### config.mk
export PLATFORM = sky130hd
export DESIGN_NAME = btone_top
export DESIGN_NICKNAME = d
export VERILOG_FILES = /design/src/rtl/btone_pkg.sv /design/src/rtl/btone_top.sv
export VERILOG_INCLUDE_DIRS = /design/src /design/src/rtl
export SDC_FILE = /design/constraint.sdc
export NUM_CORES = 1
export LEC_CHECK = 0
export ABC_AREA = 1
export BUFFER_PORTS_ARGS = -buffer_cell sky130_fd_sc_hd__buf_2
export CAP_MARGIN = 20
export CORE_ASPECT_RATIO = 1.1
export CORE_MARGIN = 5
export CORE_UTILIZATION = 50
export CTS_CLUSTER_SIZE = 12
export DETAILED_ROUTE_END_ITERATION = 16
export PLACE_DENSITY = 0.78
export SLEW_MARGIN = 10
export SYNTH_ARGS = -nofsm -noshare
export SYNTH_HDL_FRONTEND = slang
export SYNTH_SLANG_ARGS = --single-unit
### constraint.sdc
create_clock -name i_mclk -period 3 [get_ports i_mclk]
set_input_delay 0.15 -clock i_mclk [delete_from_list [all_inputs] [get_ports i_mclk]]
set_output_delay 0.15 -clock i_mclk [all_outputs]
set_load 0.005 [all_outputs]
### src/rtl/btone_defines.svh
// register offsets, reset values and timing counts for the tone output block
`ifndef BTONE_DEFINES_SVH
`define BTONE_DEFINES_SVH

// register indices, and their byte addresses at four times the index
`define BTONE_IDX_FUNC 8'h13
`define BTONE_IDX_FREQ 8'h14
`define BTONE_IDX_DIR 8'h6C
`define BTONE_IDX_LATCH 8'h70
`define BTONE_IDX_PINS 8'h71
`define BTONE_ADDR_FUNC 12'h04C
`define BTONE_ADDR_FREQ 12'h050
`define BTONE_ADDR_DIR 12'h1B0
`define BTONE_ADDR_LATCH 12'h1C0
`define BTONE_ADDR_PINS 12'h1C4

// reset values
`define BTONE_RST_FUNC 4'h0
`define BTONE_RST_FREQ 4'h0
`define BTONE_RST_DIR 4'h0
`define BTONE_RST_LATCH 4'h0

// field positions
`define BTONE_FREQ0_LSB 0
`define BTONE_FREQ1_LSB 2

// clock rate and tone frequencies in hertz
`define BTONE_CLK_HZ 100000000
`define BTONE_F_1K 1000
`define BTONE_F_3K 3000
`define BTONE_F_4K 4000
`define BTONE_F_6K7 6700
`define BTONE_F_200 200
`define BTONE_F_67 67

// half-period counts: clock cycles per half wave, rounded down
`define BTONE_HALF(f) (`BTONE_CLK_HZ / (2 * (f)))

// axi-lite response codes
`define BTONE_RESP_OKAY 2'h0
`define BTONE_RESP_SLVERR 2'h2

`endif

### src/rtl/btone_pkg.sv
// types shared by the tone output block
package btone_pkg;

  // control image that steers the pin logic
  typedef struct packed {
    logic [3:0] freq;
    logic [3:0] func;
    logic [3:0] dir;
    logic [3:0] latch;
  } btone_cfg_t;

  // pin drive group for port 1d
  typedef struct packed {
    logic [3:0] out;
    logic [3:0] oe;
  } btone_pins_t;

endpackage : btone_pkg

### src/rtl/btone_top.sv
// tone output block: two square-wave channels on port 1d with axi4-lite registers
// Summary of operation
// - channel 0 on pin a, 1 on b
// - channel 0 codes: 1k, 3k, 4k, 6.7k
// - channel 1 codes: 4k, 3k, 200, 67
// - frequency register 14h, ch0 low, ch1 high
// - every tone is 50 percent duty
// - function register 13h, bits 3:2 zero
// - direction register 6ch, one bit a pin
// - hard resets clear all four registers
// - ce or stop clears freq, func; keep dir
// - halt is ignored; tones and configuration keep running
//
// Implementation choice: the AXI4-Lite register port.
`timescale 1ns/1ps
`default_nettype none
`include "btone_defines.svh"

module btone_top
(
  input wire logic i_mclk,
  input wire logic i_rst_n,
  input wire logic i_wdt_rst,
  input wire logic i_ce_rst,
  input wire logic i_clk_stop,
  input wire logic i_halt,
  input wire logic [3:0] i_pin_in,
  input wire logic [11:0] i_s_awaddr,
  input wire logic [2:0] i_s_awprot,
  input wire logic i_s_awvalid,
  output logic o_s_awready,
  input wire logic [31:0] i_s_wdata,
  input wire logic [3:0] i_s_wstrb,
  input wire logic i_s_wvalid,
  output logic o_s_wready,
  output logic [1:0] o_s_bresp,
  output logic o_s_bvalid,
  input wire logic i_s_bready,
  input wire logic [11:0] i_s_araddr,
  input wire logic [2:0] i_s_arprot,
  input wire logic i_s_arvalid,
  output logic o_s_arready,
  output logic [31:0] o_s_rdata,
  output logic [1:0] o_s_rresp,
  output logic o_s_rvalid,
  input wire logic i_s_rready,
  output logic [3:0] o_pin_out,
  output logic [3:0] o_pin_oe
);

  // half-period count for a channel and code
  // the result is the number of clock cycles per half wave, so high and low last alike
  function automatic logic [19:0] btone_half(input logic chan, input logic [1:0] code);
    logic [31:0] h;
    h = 32'h0;
    if (chan == 1'b0)
    begin
      case (code)
        2'h0: h = `BTONE_HALF(`BTONE_F_1K);
        2'h1: h = `BTONE_HALF(`BTONE_F_3K);
        2'h2: h = `BTONE_HALF(`BTONE_F_4K);
        default: h = `BTONE_HALF(`BTONE_F_6K7);
      endcase
    end
    else
    begin
      case (code)
        2'h0: h = `BTONE_HALF(`BTONE_F_4K);
        2'h1: h = `BTONE_HALF(`BTONE_F_3K);
        2'h2: h = `BTONE_HALF(`BTONE_F_200);
        default: h = `BTONE_HALF(`BTONE_F_67);
      endcase
    end
    btone_half = h[19:0];
  endfunction : btone_half

  btone_pkg::btone_cfg_t cfg_r; // software configuration
  btone_pkg::btone_pins_t pins_nxt; // next pin drive
  logic [19:0] cnt0_r; // channel 0 half-period counter
  logic [19:0] cnt1_r; // channel 1 half-period counter
  logic tone0_r; // channel 0 square wave
  logic tone1_r; // channel 1 square wave
  logic [11:0] awaddr_r; // captured write address
  logic aw_have_r; // write address held
  logic [31:0] wdata_r; // captured write data
  logic [3:0] wstrb_r; // captured strobes
  logic w_have_r; // write data held
  logic [3:0] pin_in_r; // pin levels seen by reads

  // decode wires
  wire logic soft_clr = i_ce_rst | i_clk_stop; // soft reset group
  wire logic hard_clr = ~i_rst_n | i_wdt_rst; // hard reset group
  wire logic do_write = aw_have_r & w_have_r & ~o_s_bvalid;
  wire logic wr_func = do_write & (awaddr_r == `BTONE_ADDR_FUNC);
  wire logic wr_freq = do_write & (awaddr_r == `BTONE_ADDR_FREQ);
  wire logic wr_dir = do_write & (awaddr_r == `BTONE_ADDR_DIR);
  wire logic wr_latch = do_write & (awaddr_r == `BTONE_ADDR_LATCH);
  wire logic wr_hit = wr_func | wr_freq | wr_dir | wr_latch |
    (do_write & (awaddr_r == `BTONE_ADDR_PINS));
  wire logic wlane = wstrb_r[0]; // registers live in byte lane 0
  wire logic [3:0] wval = wdata_r[3:0];
  wire logic do_read = i_s_arvalid & o_s_arready;
  wire logic [19:0] lim0 = btone_half(1'b0, cfg_r.freq[`BTONE_FREQ0_LSB +: 2]);
  wire logic [19:0] lim1 = btone_half(1'b1, cfg_r.freq[`BTONE_FREQ1_LSB +: 2]);

  // read data mux
  wire logic rd_func = (i_s_araddr == `BTONE_ADDR_FUNC);
  wire logic rd_freq = (i_s_araddr == `BTONE_ADDR_FREQ);
  wire logic rd_dir = (i_s_araddr == `BTONE_ADDR_DIR);
  wire logic rd_latch = (i_s_araddr == `BTONE_ADDR_LATCH);
  wire logic rd_pins = (i_s_araddr == `BTONE_ADDR_PINS);
  wire logic rd_hit = rd_func | rd_freq | rd_dir | rd_latch | rd_pins;
  wire logic [3:0] rd_val =
    rd_func ? {2'h0, cfg_r.func[1:0]} :
    rd_freq ? cfg_r.freq :
    rd_dir ? cfg_r.dir :
    rd_latch ? cfg_r.latch :
    rd_pins ? pin_in_r : 4'h0;

  // pin mux: tone where routed, latch otherwise; enable from direction
  always_comb
  begin
    pins_nxt.oe = cfg_r.dir;
    pins_nxt.out = cfg_r.latch;
    if (cfg_r.func[0])
    begin
      pins_nxt.out[0] = tone0_r;
    end
    if (cfg_r.func[1])
    begin
      pins_nxt.out[1] = tone1_r;
    end
  end

  // configuration registers
  always_ff @(posedge i_mclk)
  begin
    // power-on and watchdog resets clear every register
    if (hard_clr)
    begin
      cfg_r.freq <= `BTONE_RST_FREQ;
      cfg_r.func <= `BTONE_RST_FUNC;
      cfg_r.dir <= `BTONE_RST_DIR;
      cfg_r.latch <= `BTONE_RST_LATCH;
    end
    // ce reset and clock stop return the pins to port use but keep direction and latch
    else if (soft_clr)
    begin
      cfg_r.freq <= `BTONE_RST_FREQ;
      cfg_r.func <= `BTONE_RST_FUNC;
    end
    // writes land only when byte lane 0 is enabled
    else if (wlane)
    begin
      // halt stops only the cpu; registers simply keep value
      if (wr_freq)
      begin
        cfg_r.freq <= wval;
      end
      if (wr_func)
      begin
        cfg_r.func <= {2'h0, wval[1:0]};
      end
      if (wr_dir)
      begin
        cfg_r.dir <= wval;
      end
      if (wr_latch)
      begin
        cfg_r.latch <= wval;
      end
    end
  end

  // channel 0 generator: toggle each half period
  always_ff @(posedge i_mclk)
  begin
    if (hard_clr | soft_clr | ~cfg_r.func[0])
    begin
      // routing off or reset: counter parked and output low
      cnt0_r <= 20'h00000;
      tone0_r <= 1'b0;
    end
    else if (cnt0_r >= lim0 - 20'h00001)
    begin
      // half period done; the compare also catches a shorter period chosen mid-count
      cnt0_r <= 20'h00000;
      tone0_r <= ~tone0_r;
    end
    else
    begin
      // still inside the half period
      cnt0_r <= cnt0_r + 20'h00001;
    end
  end

  // channel 1 generator: toggle each half period
  always_ff @(posedge i_mclk)
  begin
    if (hard_clr | soft_clr | ~cfg_r.func[1])
    begin
      // routing off or reset: counter parked and output low
      cnt1_r <= 20'h00000;
      tone1_r <= 1'b0;
    end
    else if (cnt1_r >= lim1 - 20'h00001)
    begin
      // half period done; the compare also catches a shorter period chosen mid-count
      cnt1_r <= 20'h00000;
      tone1_r <= ~tone1_r;
    end
    else
    begin
      // still inside the half period
      cnt1_r <= cnt1_r + 20'h00001;
    end
  end

  // registered pin outputs; halt leaves them running unchanged
  always_ff @(posedge i_mclk)
  begin
    // hard resets turn every pin into an input
    if (hard_clr)
    begin
      o_pin_out <= 4'h0;
      o_pin_oe <= 4'h0;
    end
    else
    begin
      // soft resets reach the pins through the cleared routing bits
      o_pin_out <= pins_nxt.out;
      o_pin_oe <= pins_nxt.oe;
    end
  end

  // input sampling for reads
  always_ff @(posedge i_mclk)
  begin
    if (!i_rst_n)
    begin
      pin_in_r <= 4'h0;
    end
    else
    begin
      pin_in_r <= i_pin_in;
    end
  end

  // write address and data capture, either order
  always_ff @(posedge i_mclk)
  begin
    if (!i_rst_n)
    begin
      aw_have_r <= 1'b0;
      w_have_r <= 1'b0;
      awaddr_r <= 12'h000;
      wdata_r <= 32'h00000000;
      wstrb_r <= 4'h0;
      o_s_awready <= 1'b0;
      o_s_wready <= 1'b0;
    end
    else
    begin
      // readies drop while a beat is held and stay low until the pending response is taken,
      // so only one write is ever under way
      o_s_awready <= ~aw_have_r & ~(i_s_awvalid & o_s_awready) & ~(o_s_bvalid & ~i_s_bready);
      o_s_wready <= ~w_have_r & ~(i_s_wvalid & o_s_wready) & ~(o_s_bvalid & ~i_s_bready);
      // address beat
      if (i_s_awvalid & o_s_awready)
      begin
        aw_have_r <= 1'b1;
        awaddr_r <= i_s_awaddr;
      end
      else if (do_write)
      begin
        aw_have_r <= 1'b0;
      end
      // data beat
      if (i_s_wvalid & o_s_wready)
      begin
        w_have_r <= 1'b1;
        wdata_r <= i_s_wdata;
        wstrb_r <= i_s_wstrb;
      end
      else if (do_write)
      begin
        w_have_r <= 1'b0;
      end
    end
  end

  // write response
  always_ff @(posedge i_mclk)
  begin
    if (!i_rst_n)
    begin
      o_s_bvalid <= 1'b0;
      o_s_bresp <= `BTONE_RESP_OKAY;
    end
    // both beats held: answer, slave error for an unmapped address
    else if (do_write)
    begin
      o_s_bvalid <= 1'b1;
      o_s_bresp <= wr_hit ? `BTONE_RESP_OKAY : `BTONE_RESP_SLVERR;
    end
    // released at the edge where the master takes it
    else if (i_s_bready)
    begin
      o_s_bvalid <= 1'b0;
    end
  end

  // read channel
  always_ff @(posedge i_mclk)
  begin
    if (!i_rst_n)
    begin
      o_s_arready <= 1'b0;
      o_s_rvalid <= 1'b0;
      o_s_rdata <= 32'h00000000;
      o_s_rresp <= `BTONE_RESP_OKAY;
    end
    else
    begin
      o_s_arready <= ~o_s_rvalid & ~do_read;
      // answer one cycle after the address is taken
      if (do_read)
      begin
        o_s_rvalid <= 1'b1;
        o_s_rdata <= {28'h0000000, rd_val};
        o_s_rresp <= rd_hit ? `BTONE_RESP_OKAY : `BTONE_RESP_SLVERR;
      end
      // held with its data until the master takes it
      else if (i_s_rready)
      begin
        o_s_rvalid <= 1'b0;
      end
    end
  end

endmodule : btone_top
`default_nettype wire

==> metrics.cfg, run 1 <==
[status]
status=finished, final reports clean

[layout]
drive_gt1_share_pct=13.5
layout_commonest_cell=nand2_1
n_antenna_cell=0
nets=900
final_cell_mix=nand2_1, inv_1, dfxtp_1
area_growth_pct=13.1
fin_area_um2=6010

[setup_path]
end_kind=flip-flop
cp_max_fo=17
cp.arrival_ns=2.86
critPathLaunchType=flip-flop
required_ns=3.24
r2r_start=cfg_r[12]
r2r_end=cnt0_r[6]
crit_type=reg -> reg
rrSetupSlack_ns=0.37
reg2reg_depth=13

[sta]
fin_crit_sh_pct=87.5
whs_ns=0.0553
skew_ns=0.0109
hold_viol_final=0
slew_headroom_pct=56.3
max_freq_mhz=381
period_needed_ns=2.63
fin_tns_setup_ns=0
rsz0062_at_grt=false
drv_slew=0
setup_violations=0
tightest_slew_ns=0.654

[clock_tree]
cts_num_sinks=98
numCtsBuffers=9
post-cts-setup-buffer-count=0
insertion_delay_ns=0.35
cts_tree=yes
cts.htree.levels=3
post_cts_resized=0
cts_buffer_depth=2
hold_buffers=5
cts-root-buf=clkbuf_16
clk_pin_slew_ns=0.07

[detailed_routing]
dr_wl_met2_um=5280
vias_per_cell=4.82
avgRoutedWirePerCell_um=11.5
dr_wl_met3_um=376
totalWireLength_um=10600
m1WireLength_um=4710
final_antenna_net_count=0
top_layer=met4
first_pass_iters=4
drt-initial-drc-count=208
vias=4451
drc_errors=0

[synth]
ys_top_cells_by_area=dfxtp_1, ha_1, nand2_1
syn_inst=703
synth_compound_area_share_pct=10.3
syn_area_um2=5320
synthXorXnorAreaFrac_pct=2.80
avgSynthCellArea_um2=7.56
synthSimpleGateAreaFrac_pct=26.7
seq_area_frac_synth_pct=36.9
yosysWarnings=0
yosysTopAreaCell=dfxtp_1
yosysUniqueCellTypes=36
synth_top_family_by_area=simple AND/OR/NAND/NOR gates
netlist.area_leader.share_pct=36.9
ys_ff_latch=98
synthAdderAreaFrac_pct=10.4
synthMuxAreaShare_pct=0

[place]
dpl_cell_area_um2=5660
finalWeightedCongestion=0.891
dpl.hpwl_um=8180
place.port_buffers=61

[die]
die_h_um=118
start_util_pct=51.2
rows=39
core-area_um2=10400
die_x_um=108
io_pins=130
die_area_um2=12800

[global_route]
grt_pass1_wl_um=18600
grt_max_degree=26
grt_usage_pct=17.5
overflow=0
grt_pass1_vias=4278
antenna_found_initial=0

[min_path]
worstHoldStart=i_s_awaddr[3]
min_path_cells=3
hp-class=in -> reg
hold_end=awaddr_r[3]

[job]
max_cap_violations=0

[power_and_ir_drop]
ir_worst_vdd_mv=0.318
p_leak_nw=2.71
power_density_nw_per_um2=438

-- report_power, final --
part           leakage (nW)  total (W)  internal, W  switching, W
clock                 0.146    0.00114     0.000592      0.000552
sequential            0.796    0.00135      0.00133     0.0000151
combinational          1.76   0.000144    0.0000551     0.0000886
total                  2.71    0.00263      0.00198      0.000656
-- cell families (layout without fill, tap and decap cells) --
kind of cell,count (synthesis),after routing
flops,98,98
buf+inv,144,189
fa+ha+maj,44,44
compound gates,101,101
other cells,1,33
simple gates,298,298
xor+xnor,17,17
-- state kept, by name, summed over array words and instances (netlist names) --
register     count
cfg_r           14
cnt0_r          20
o_s_bvalid       1
aw_have_r        1
o_pin_out        4
o_s_rvalid       1
wdata_r          4
w_have_r         1
tone1_r          1
o_s_rresp        1
o_s_arready      1
o_pin_oe         4
cnt1_r          20
pin_in_r         4
o_s_wready       1
awaddr_r        12
o_s_rdata        4
tone0_r          1
o_s_awready      1
o_s_bresp        1
wstrb_r          1
-- critical path: stages, from the launching register on --
cell and delay (ns):
dfxtp_1 0.35, inv_1 0.18, ha_1 0.18, inv_1 0.04
ha_1 0.16, or2_2 0.29, ha_1 0.27, nand2_1 0.06
nor3_1 0.26, nand4_1 0.16, nand3_1 0.13, or2_1 0.16
buf_12 0.20, nor2_1 0.06
-- per-stage QoR --
stage	power [W]	setup WS, ns	utilization (%)	cells
after CTS	0.00266	0.360	57.9	923
final	0.00263	0.375	57.9	923
after floorplan	0.00148	0.604	-	735
after detailed placement	0.00151	0.400	54.4	902
after global placement	0.00151	0.460	54.4	902
after global routing	0.00274	0.167	57.9	923
-- per-layer routing --
metal  GRT usage [%]  vias to the layer above
met5               0                        -
met1            21.5                     1987
met4            7.89                        0
met2            30.1                       88
li1                -                     2357
met3            2.51                       19
-- Yosys cell counts --
cell	number
nand2_1	109
inv_1	102
dfxtp_1	98
nor2_1	86
a21oi_1	48
ha_1	44
o21ai_0	37
nand3_1	32
buf_4	30
nand4_1	22
nor3_1	19
nor2_4	11
xor2_1	10
a211oi_1	8
xnor2_1	7
clkbuf_1	6
nor3b_1	6
a21oi_2	4
inv_2	3
or2_2	3
buf_6	2
nor4_1	2
a21o_1	1
and3_1	1
buf_12	1
conb_1	1
nand3_2	1
nand3b_1	1
nand4_4	1
nor2_2	1
nor2_8	1
nor3_4	1
o21bai_1	1
o22ai_1	1
o31ai_1	1
or2_1	1
-- how the worst max path moves through the flow --
stage               startpoint          to  slack, ns  cells after the start
floorplan            cfg_r[12]  cnt0_r[16]       0.60                     14
global placement     cfg_r[12]   cnt0_r[1]       0.46                     13
detailed placement   cfg_r[12]   cnt0_r[2]       0.40                     13
CTS                  cfg_r[12]   cnt0_r[2]       0.36                     13
global route         cfg_r[12]   cnt0_r[2]       0.17                     13
finish               cfg_r[12]   cnt0_r[6]       0.37                     13
-- layout make-up --
type                    instances  area [um2]
multi-input cells             493        2790
inverters                     105         394
clock buffers                   9         225
repair buffers                 68         383
well taps                     143         179
clock inverters                 7        80.1
fillers                       973        4380
flip-flops and latches         98        1960
(Power assumes the default switching activity.)
==> run 2, diff against run 1 <==
Settings changed: BUFFER_PORTS_ARGS -buffer_cell sky130_fd_sc_hd__buf_2 to -buffer_cell sky130_fd_sc_hd__clkbuf_2.
Clock period 3 ns to 3.1 ns, I/O delays scaled along.
==> run 2 against run 1 <==
Global-route usage shrank 0.33 points. Largest cell class unchanged. Sequential share of layout area is essentially flat. Setup slack lost 0.052 ns. Power shrank 3.2%.
==> metrics.cfg, run 2 (synthesis gave the netlist of run 1 again) <==
[clock_tree]
cts_tree=yes
clk_pin_slew_ns=0.07
cts-root-buf=clkbuf_16
cts_buffer_depth=2
post_cts_resized=0
numCtsBuffers=9
insertion_delay_ns=0.35
cts.htree.levels=3
cts_num_sinks=98
post-cts-setup-buffer-count=0
hold_buffers=5

[layout]
fin_area_um2=6010
layout_commonest_cell=nand2_1
utilization_pct=57.9
final_cell_mix=nand2_1, inv_1, dfxtp_1
area_growth_pct=13.1
nets=900
drive_gt1_share_pct=13.5
n_antenna_cell=0
reg_top3=cnt0_r: 20 flops, cnt1_r: 20 flops, cfg_r: 14 flops
finalNonFillerCells=923

[sta]
slew_headroom_pct=58.8
hold_viol_final=0
max_freq_mhz=360
period_needed_ns=2.78
fin_tns_setup_ns=0
skew_ns=0.00896
fin_crit_sh_pct=89.6
drv_slew=0
setup_ws_ns=0.323
tightest_slew_ns=0.616
setup_violations=0
rsz0062_at_grt=false

[place]
dpl_cell_area_um2=5660
place.port_buffers=61
pre_cts_ws_ns=0.377
finalWeightedCongestion=0.874
dpl.cell_count=902
dpl.hpwl_um=8250

[job]
max_cap_violations=0

[setup_path]
end_kind=flip-flop
crit_path_max_incr_delay_ns=0.34
cp.arrival_ns=3.01
cpMaxStageDelayCell=dfxtp_1
rrSetupSlack_ns=0.32
critPathLaunch=cfg_r[13]
cp_max_fo=10
path_buf_inv=3
r2r_start=cfg_r[13]
critPathLaunchType=flip-flop
required_ns=3.34
crit_end=cnt0_r[15]
r2r_end=cnt0_r[15]
reg2reg_depth=13
path_cells=inv_1 > ha_1 > inv_1 > ha_1 > or2_2 > ha_1 > nand2_1 > nor3_1 > nand4_1 > nand3_1 > or2_1 > buf_12 > nor2_4
crit_family=simple AND/OR/NAND/NOR gates
cp.depth=13
crit_top_cell=ha_1
crit_type=reg -> reg

[detailed_routing]
vias=4439
drt-initial-drc-count=204
drc_errors=0
first_pass_iters=5
vias_per_cell=4.81
totalWireLength_um=10700
avgRoutedWirePerCell_um=11.6
final_antenna_net_count=0

[global_route]
grt_pass1_wl_um=18100
grt_max_degree=26
overflow=0
antenna_found_initial=0
grt_usage_pct=17.2
grt_pass1_vias=4119

[power_and_ir_drop]
p_switching_w=0.000635
combPwrFrac_pct=5.5
p_leak_nw=2.70
p_seq_share_pct=51.1
ir_worst_vdd_mv=0.275
p_clk_share_pct=43.4
p_sw_share_pct=24.9
p_int_w=0.00191
power_density_nw_per_um2=424

[die]
die_h_um=118
start_util_pct=51.2
rows=39
core-area_um2=10400
io_pins=130
die_area_um2=12800
die_x_um=108

[min_path]
hp-class=in -> reg

[status]
status=finished, final reports clean

-- run 2: cell types whose count changed in the layout (fill, tap and decap cells not counted) --
cell / previous run / this run
buf_2: 61 / 0
clkbuf_2: 0 / 61
inv_6: 1 / 3
clkinvlp_4: 1 / 0
inv_8: 2 / 1
-- run 2: cell type report --
type                    instances  area, um2
fillers                       987       4380
multi-input cells             493       2790
flip-flops and latches         98       1960
inverters                     105        394
repair buffers                 68        383
clock buffers                   9        225
well taps                     143        179
clock inverters                 7       78.8
-- run 2: worst min-delay path by stage --
stage / startpoint / endpoint / slack (ns) / depth (start not counted)
2_1_floorplan: i_pin_in[0] / pin_in_r[0] / 0.25 / 2
4_1_cts: i_s_awaddr[3] / awaddr_r[3] / 0.06 / 3
3_3_place_gp: i_pin_in[2] / pin_in_r[2] / 0.34 / 3
3_5_place_dp: i_pin_in[2] / pin_in_r[2] / 0.34 / 3
5_1_grt: i_s_awaddr[4] / awaddr_r[4] / 0.08 / 3
6_report: i_s_awaddr[3] / awaddr_r[3] / 0.07 / 3
-- run 2: power by group through the flow --
stage | sequential [W] | combinational, W | clock, W
floorplan | 0.00133 | 0.000107 | 0
global placement | 0.00133 | 0.000131 | 0
detailed placement | 0.00133 | 0.000133 | 0
CTS | 0.00130 | 0.000139 | 0.00114
global route | 0.00131 | 0.000160 | 0.00119
finish | 0.00130 | 0.000140 | 0.00111
-- run 2: per-layer routing --
layer  up-vias  part of all wire, %  global-route usage [%]
met1      1979                   44                    20.3
met4         0                  1.8                    6.79
li1       2362                    -                       -
met5         -                    0                       0
met2        82                   50                    30.1
met3        16                  4.0                    3.65
-- run 2: worst min-delay path, delay by kind of cell --
kind,cells,cell delay (ns)
compound gates,1,0.08
simple gates,1,0.08
buf+inv,1,0.07
-- run 2: stage by stage --
stage          total power, W  hold slack, ns
2_1_floorplan         0.00144           0.253
3_3_place_gp          0.00146           0.340
3_5_place_dp          0.00147           0.339
4_1_cts               0.00258          0.0590
5_1_grt               0.00266          0.0781
6_report              0.00255          0.0699
==> run 3, diff against run 2 <==
Settings changed: CORE_UTILIZATION 50 to 40, PLACE_DENSITY 0.78 to 0.66.
==> run 3 against run 2 <==
Core utilization is 12 points lower. Highest routed layer unchanged. Clock power grew 14%. Largest power group unchanged. Fmax increased by 7.4%.
==> metrics.cfg, run 3 (synthesis gave the netlist of run 1 again) <==
[power_and_ir_drop]
p_int_w=0.00213
p_leak_nw=2.72
p_sw_share_pct=21.4
combPwrFrac_pct=5.1
p_seq_share_pct=48.1
p_clk_share_pct=46.8
p_switching_w=0.000581
ir_worst_vdd_mv=0.394
power_density_nw_per_um2=447

[setup_path]
critPathLaunchType=flip-flop
cpMaxStageDelayCell=dfxtp_1
path_buf_inv=3
required_ns=3.33
crit_family=simple AND/OR/NAND/NOR gates
cp_max_fo=17
end_kind=flip-flop
path_cells=inv_1 > ha_1 > inv_1 > ha_1 > or2_2 > ha_1 > nand2_1 > nor3_1 > nand4_1 > nand3_1 > or2_1 > buf_12 > nor2_1
crit_type=reg -> reg
crit_path_max_incr_delay_ns=0.34
cp.arrival_ns=2.82
crit_top_cell=ha_1

[clock_tree]
cts_num_sinks=98
cts_buffer_depth=2
cts_tree=yes
numCtsBuffers=9
clk_pin_slew_ns=0.07
insertion_delay_ns=0.34
cts.htree.levels=3
post-cts-setup-buffer-count=0
cts-root-buf=clkbuf_16

[sta]
tightest_slew_ns=0.657
hold_viol_final=0
skew_ns=0.00621
setup_ws_ns=0.514
setup_violations=0
fin_crit_sh_pct=83.4
drv_slew=0
max_freq_mhz=387
rsz0062_at_grt=false
period_needed_ns=2.59
fin_tns_setup_ns=0
slew_headroom_pct=56.1

[place]
pre_cts_ws_ns=0.527
dpl.hpwl_um=8200
finalWeightedCongestion=0.800
place.port_buffers=61

[layout]
final_cell_mix=nand2_1, inv_1, dfxtp_1
reg_top3=cnt0_r: 20 flops, cnt1_r: 20 flops, cfg_r: 14 flops
area_growth_pct=14.1
n_antenna_cell=0
nets=899
layout_commonest_cell=nand2_1
drive_gt1_share_pct=13.2

[job]
max_cap_violations=0

[min_path]
hp-class=in -> reg

[global_route]
overflow=0
grt_pass1_wl_um=17900
grt_max_degree=26
grt_usage_pct=13.8
grt_pass1_vias=4061
antenna_found_initial=0

[die]
rows=44
die_h_um=131
die_area_um2=15700
io_pins=130
start_util_pct=40.6
core-area_um2=13100
die_x_um=120

[detailed_routing]
totalWireLength_um=10500
vias_per_cell=4.61
drt-initial-drc-count=207
vias=4325
final_antenna_net_count=0
avgRoutedWirePerCell_um=11.2
drc_errors=0
first_pass_iters=4

[status]
status=finished, final reports clean

-- run 3: changes by cell type in the layout (fill, tap and decap cells not counted), sizes merged --
cell    previous run  this run
buf                2         1
bufinv             0         3
inv              109       105
-- run 3: worst paths after layout --
check / start / end / slack (ns) / cells past startpoint
worst max-delay path: cfg_r[12] / cnt0_r[5] / 0.51 / 13
worst min register to register: awaddr_r[0] / awaddr_r[0] / 0.45 / 2
worst max register to register: cfg_r[12] / cnt0_r[5] / 0.51 / 13
worst min-delay path: i_s_awaddr[3] / awaddr_r[3] / 0.06 / 3
-- run 3: per-layer routing --
layer  GRT usage [%]  wire, um  vias up
met1            17.7      5050     1883
met2            22.4      4810       69
li1                -         -     2356
met3            2.67       383       17
met5               0         0        -
met4            6.54       234        0
-- run 3: power by group through the flow --
stage / clock network [W] / registers [W] / logic [W]
final: 0.00127 / 0.00130 / 0.000137
after global routing: 0.00135 / 0.00131 / 0.000159
after CTS: 0.00131 / 0.00130 / 0.000137
after detailed placement: 0 / 0.00133 / 0.000131
after global placement: 0 / 0.00133 / 0.000130
after floorplan: 0 / 0.00133 / 0.000107
-- run 3: tightest hold or removal path: stages --
cell and delay [ns]:
clkbuf_2 0.07, o21ai_0 0.07, nor2_1 0.08
-- run 3: cell type report --
class / instances / area, um2
fill: 1320 / 7040
inverter: 105 / 394
sequential: 98 / 1960
timing repair buffer: 67 / 375
multi-input combinational: 493 / 2790
clock buffer: 9 / 225
tap: 161 / 201
clock inverter: 6 / 116
-- run 3: what timing repair did --
action                     in CTS  in global routing
gates resized for setup         0                  0
setup endpoints to repair       0                  0
hold buffers                    5                  0
hold endpoints to repair        5                  0
-- run 3: per-stage QoR --
| step | area, um2 | utilization [%] | cells | hold WS, ns | power, W |
|---|---|---|---|---|---|
| 4_1_cts | 6070 | 46.3 | 939 | 0.0515 | 0.00275 |
| 6_report | 6070 | 46.3 | 939 | 0.0627 | 0.00271 |
| 2_1_floorplan | 5440 | - | 735 | 0.253 | 0.00144 |
| 3_5_place_dp | 5670 | 43.3 | 919 | 0.344 | 0.00146 |
| 5_1_grt | 6070 | 46.3 | 939 | 0.0767 | 0.00282 |
| 3_3_place_gp | 5670 | 43.3 | 919 | 0.339 | 0.00146 |
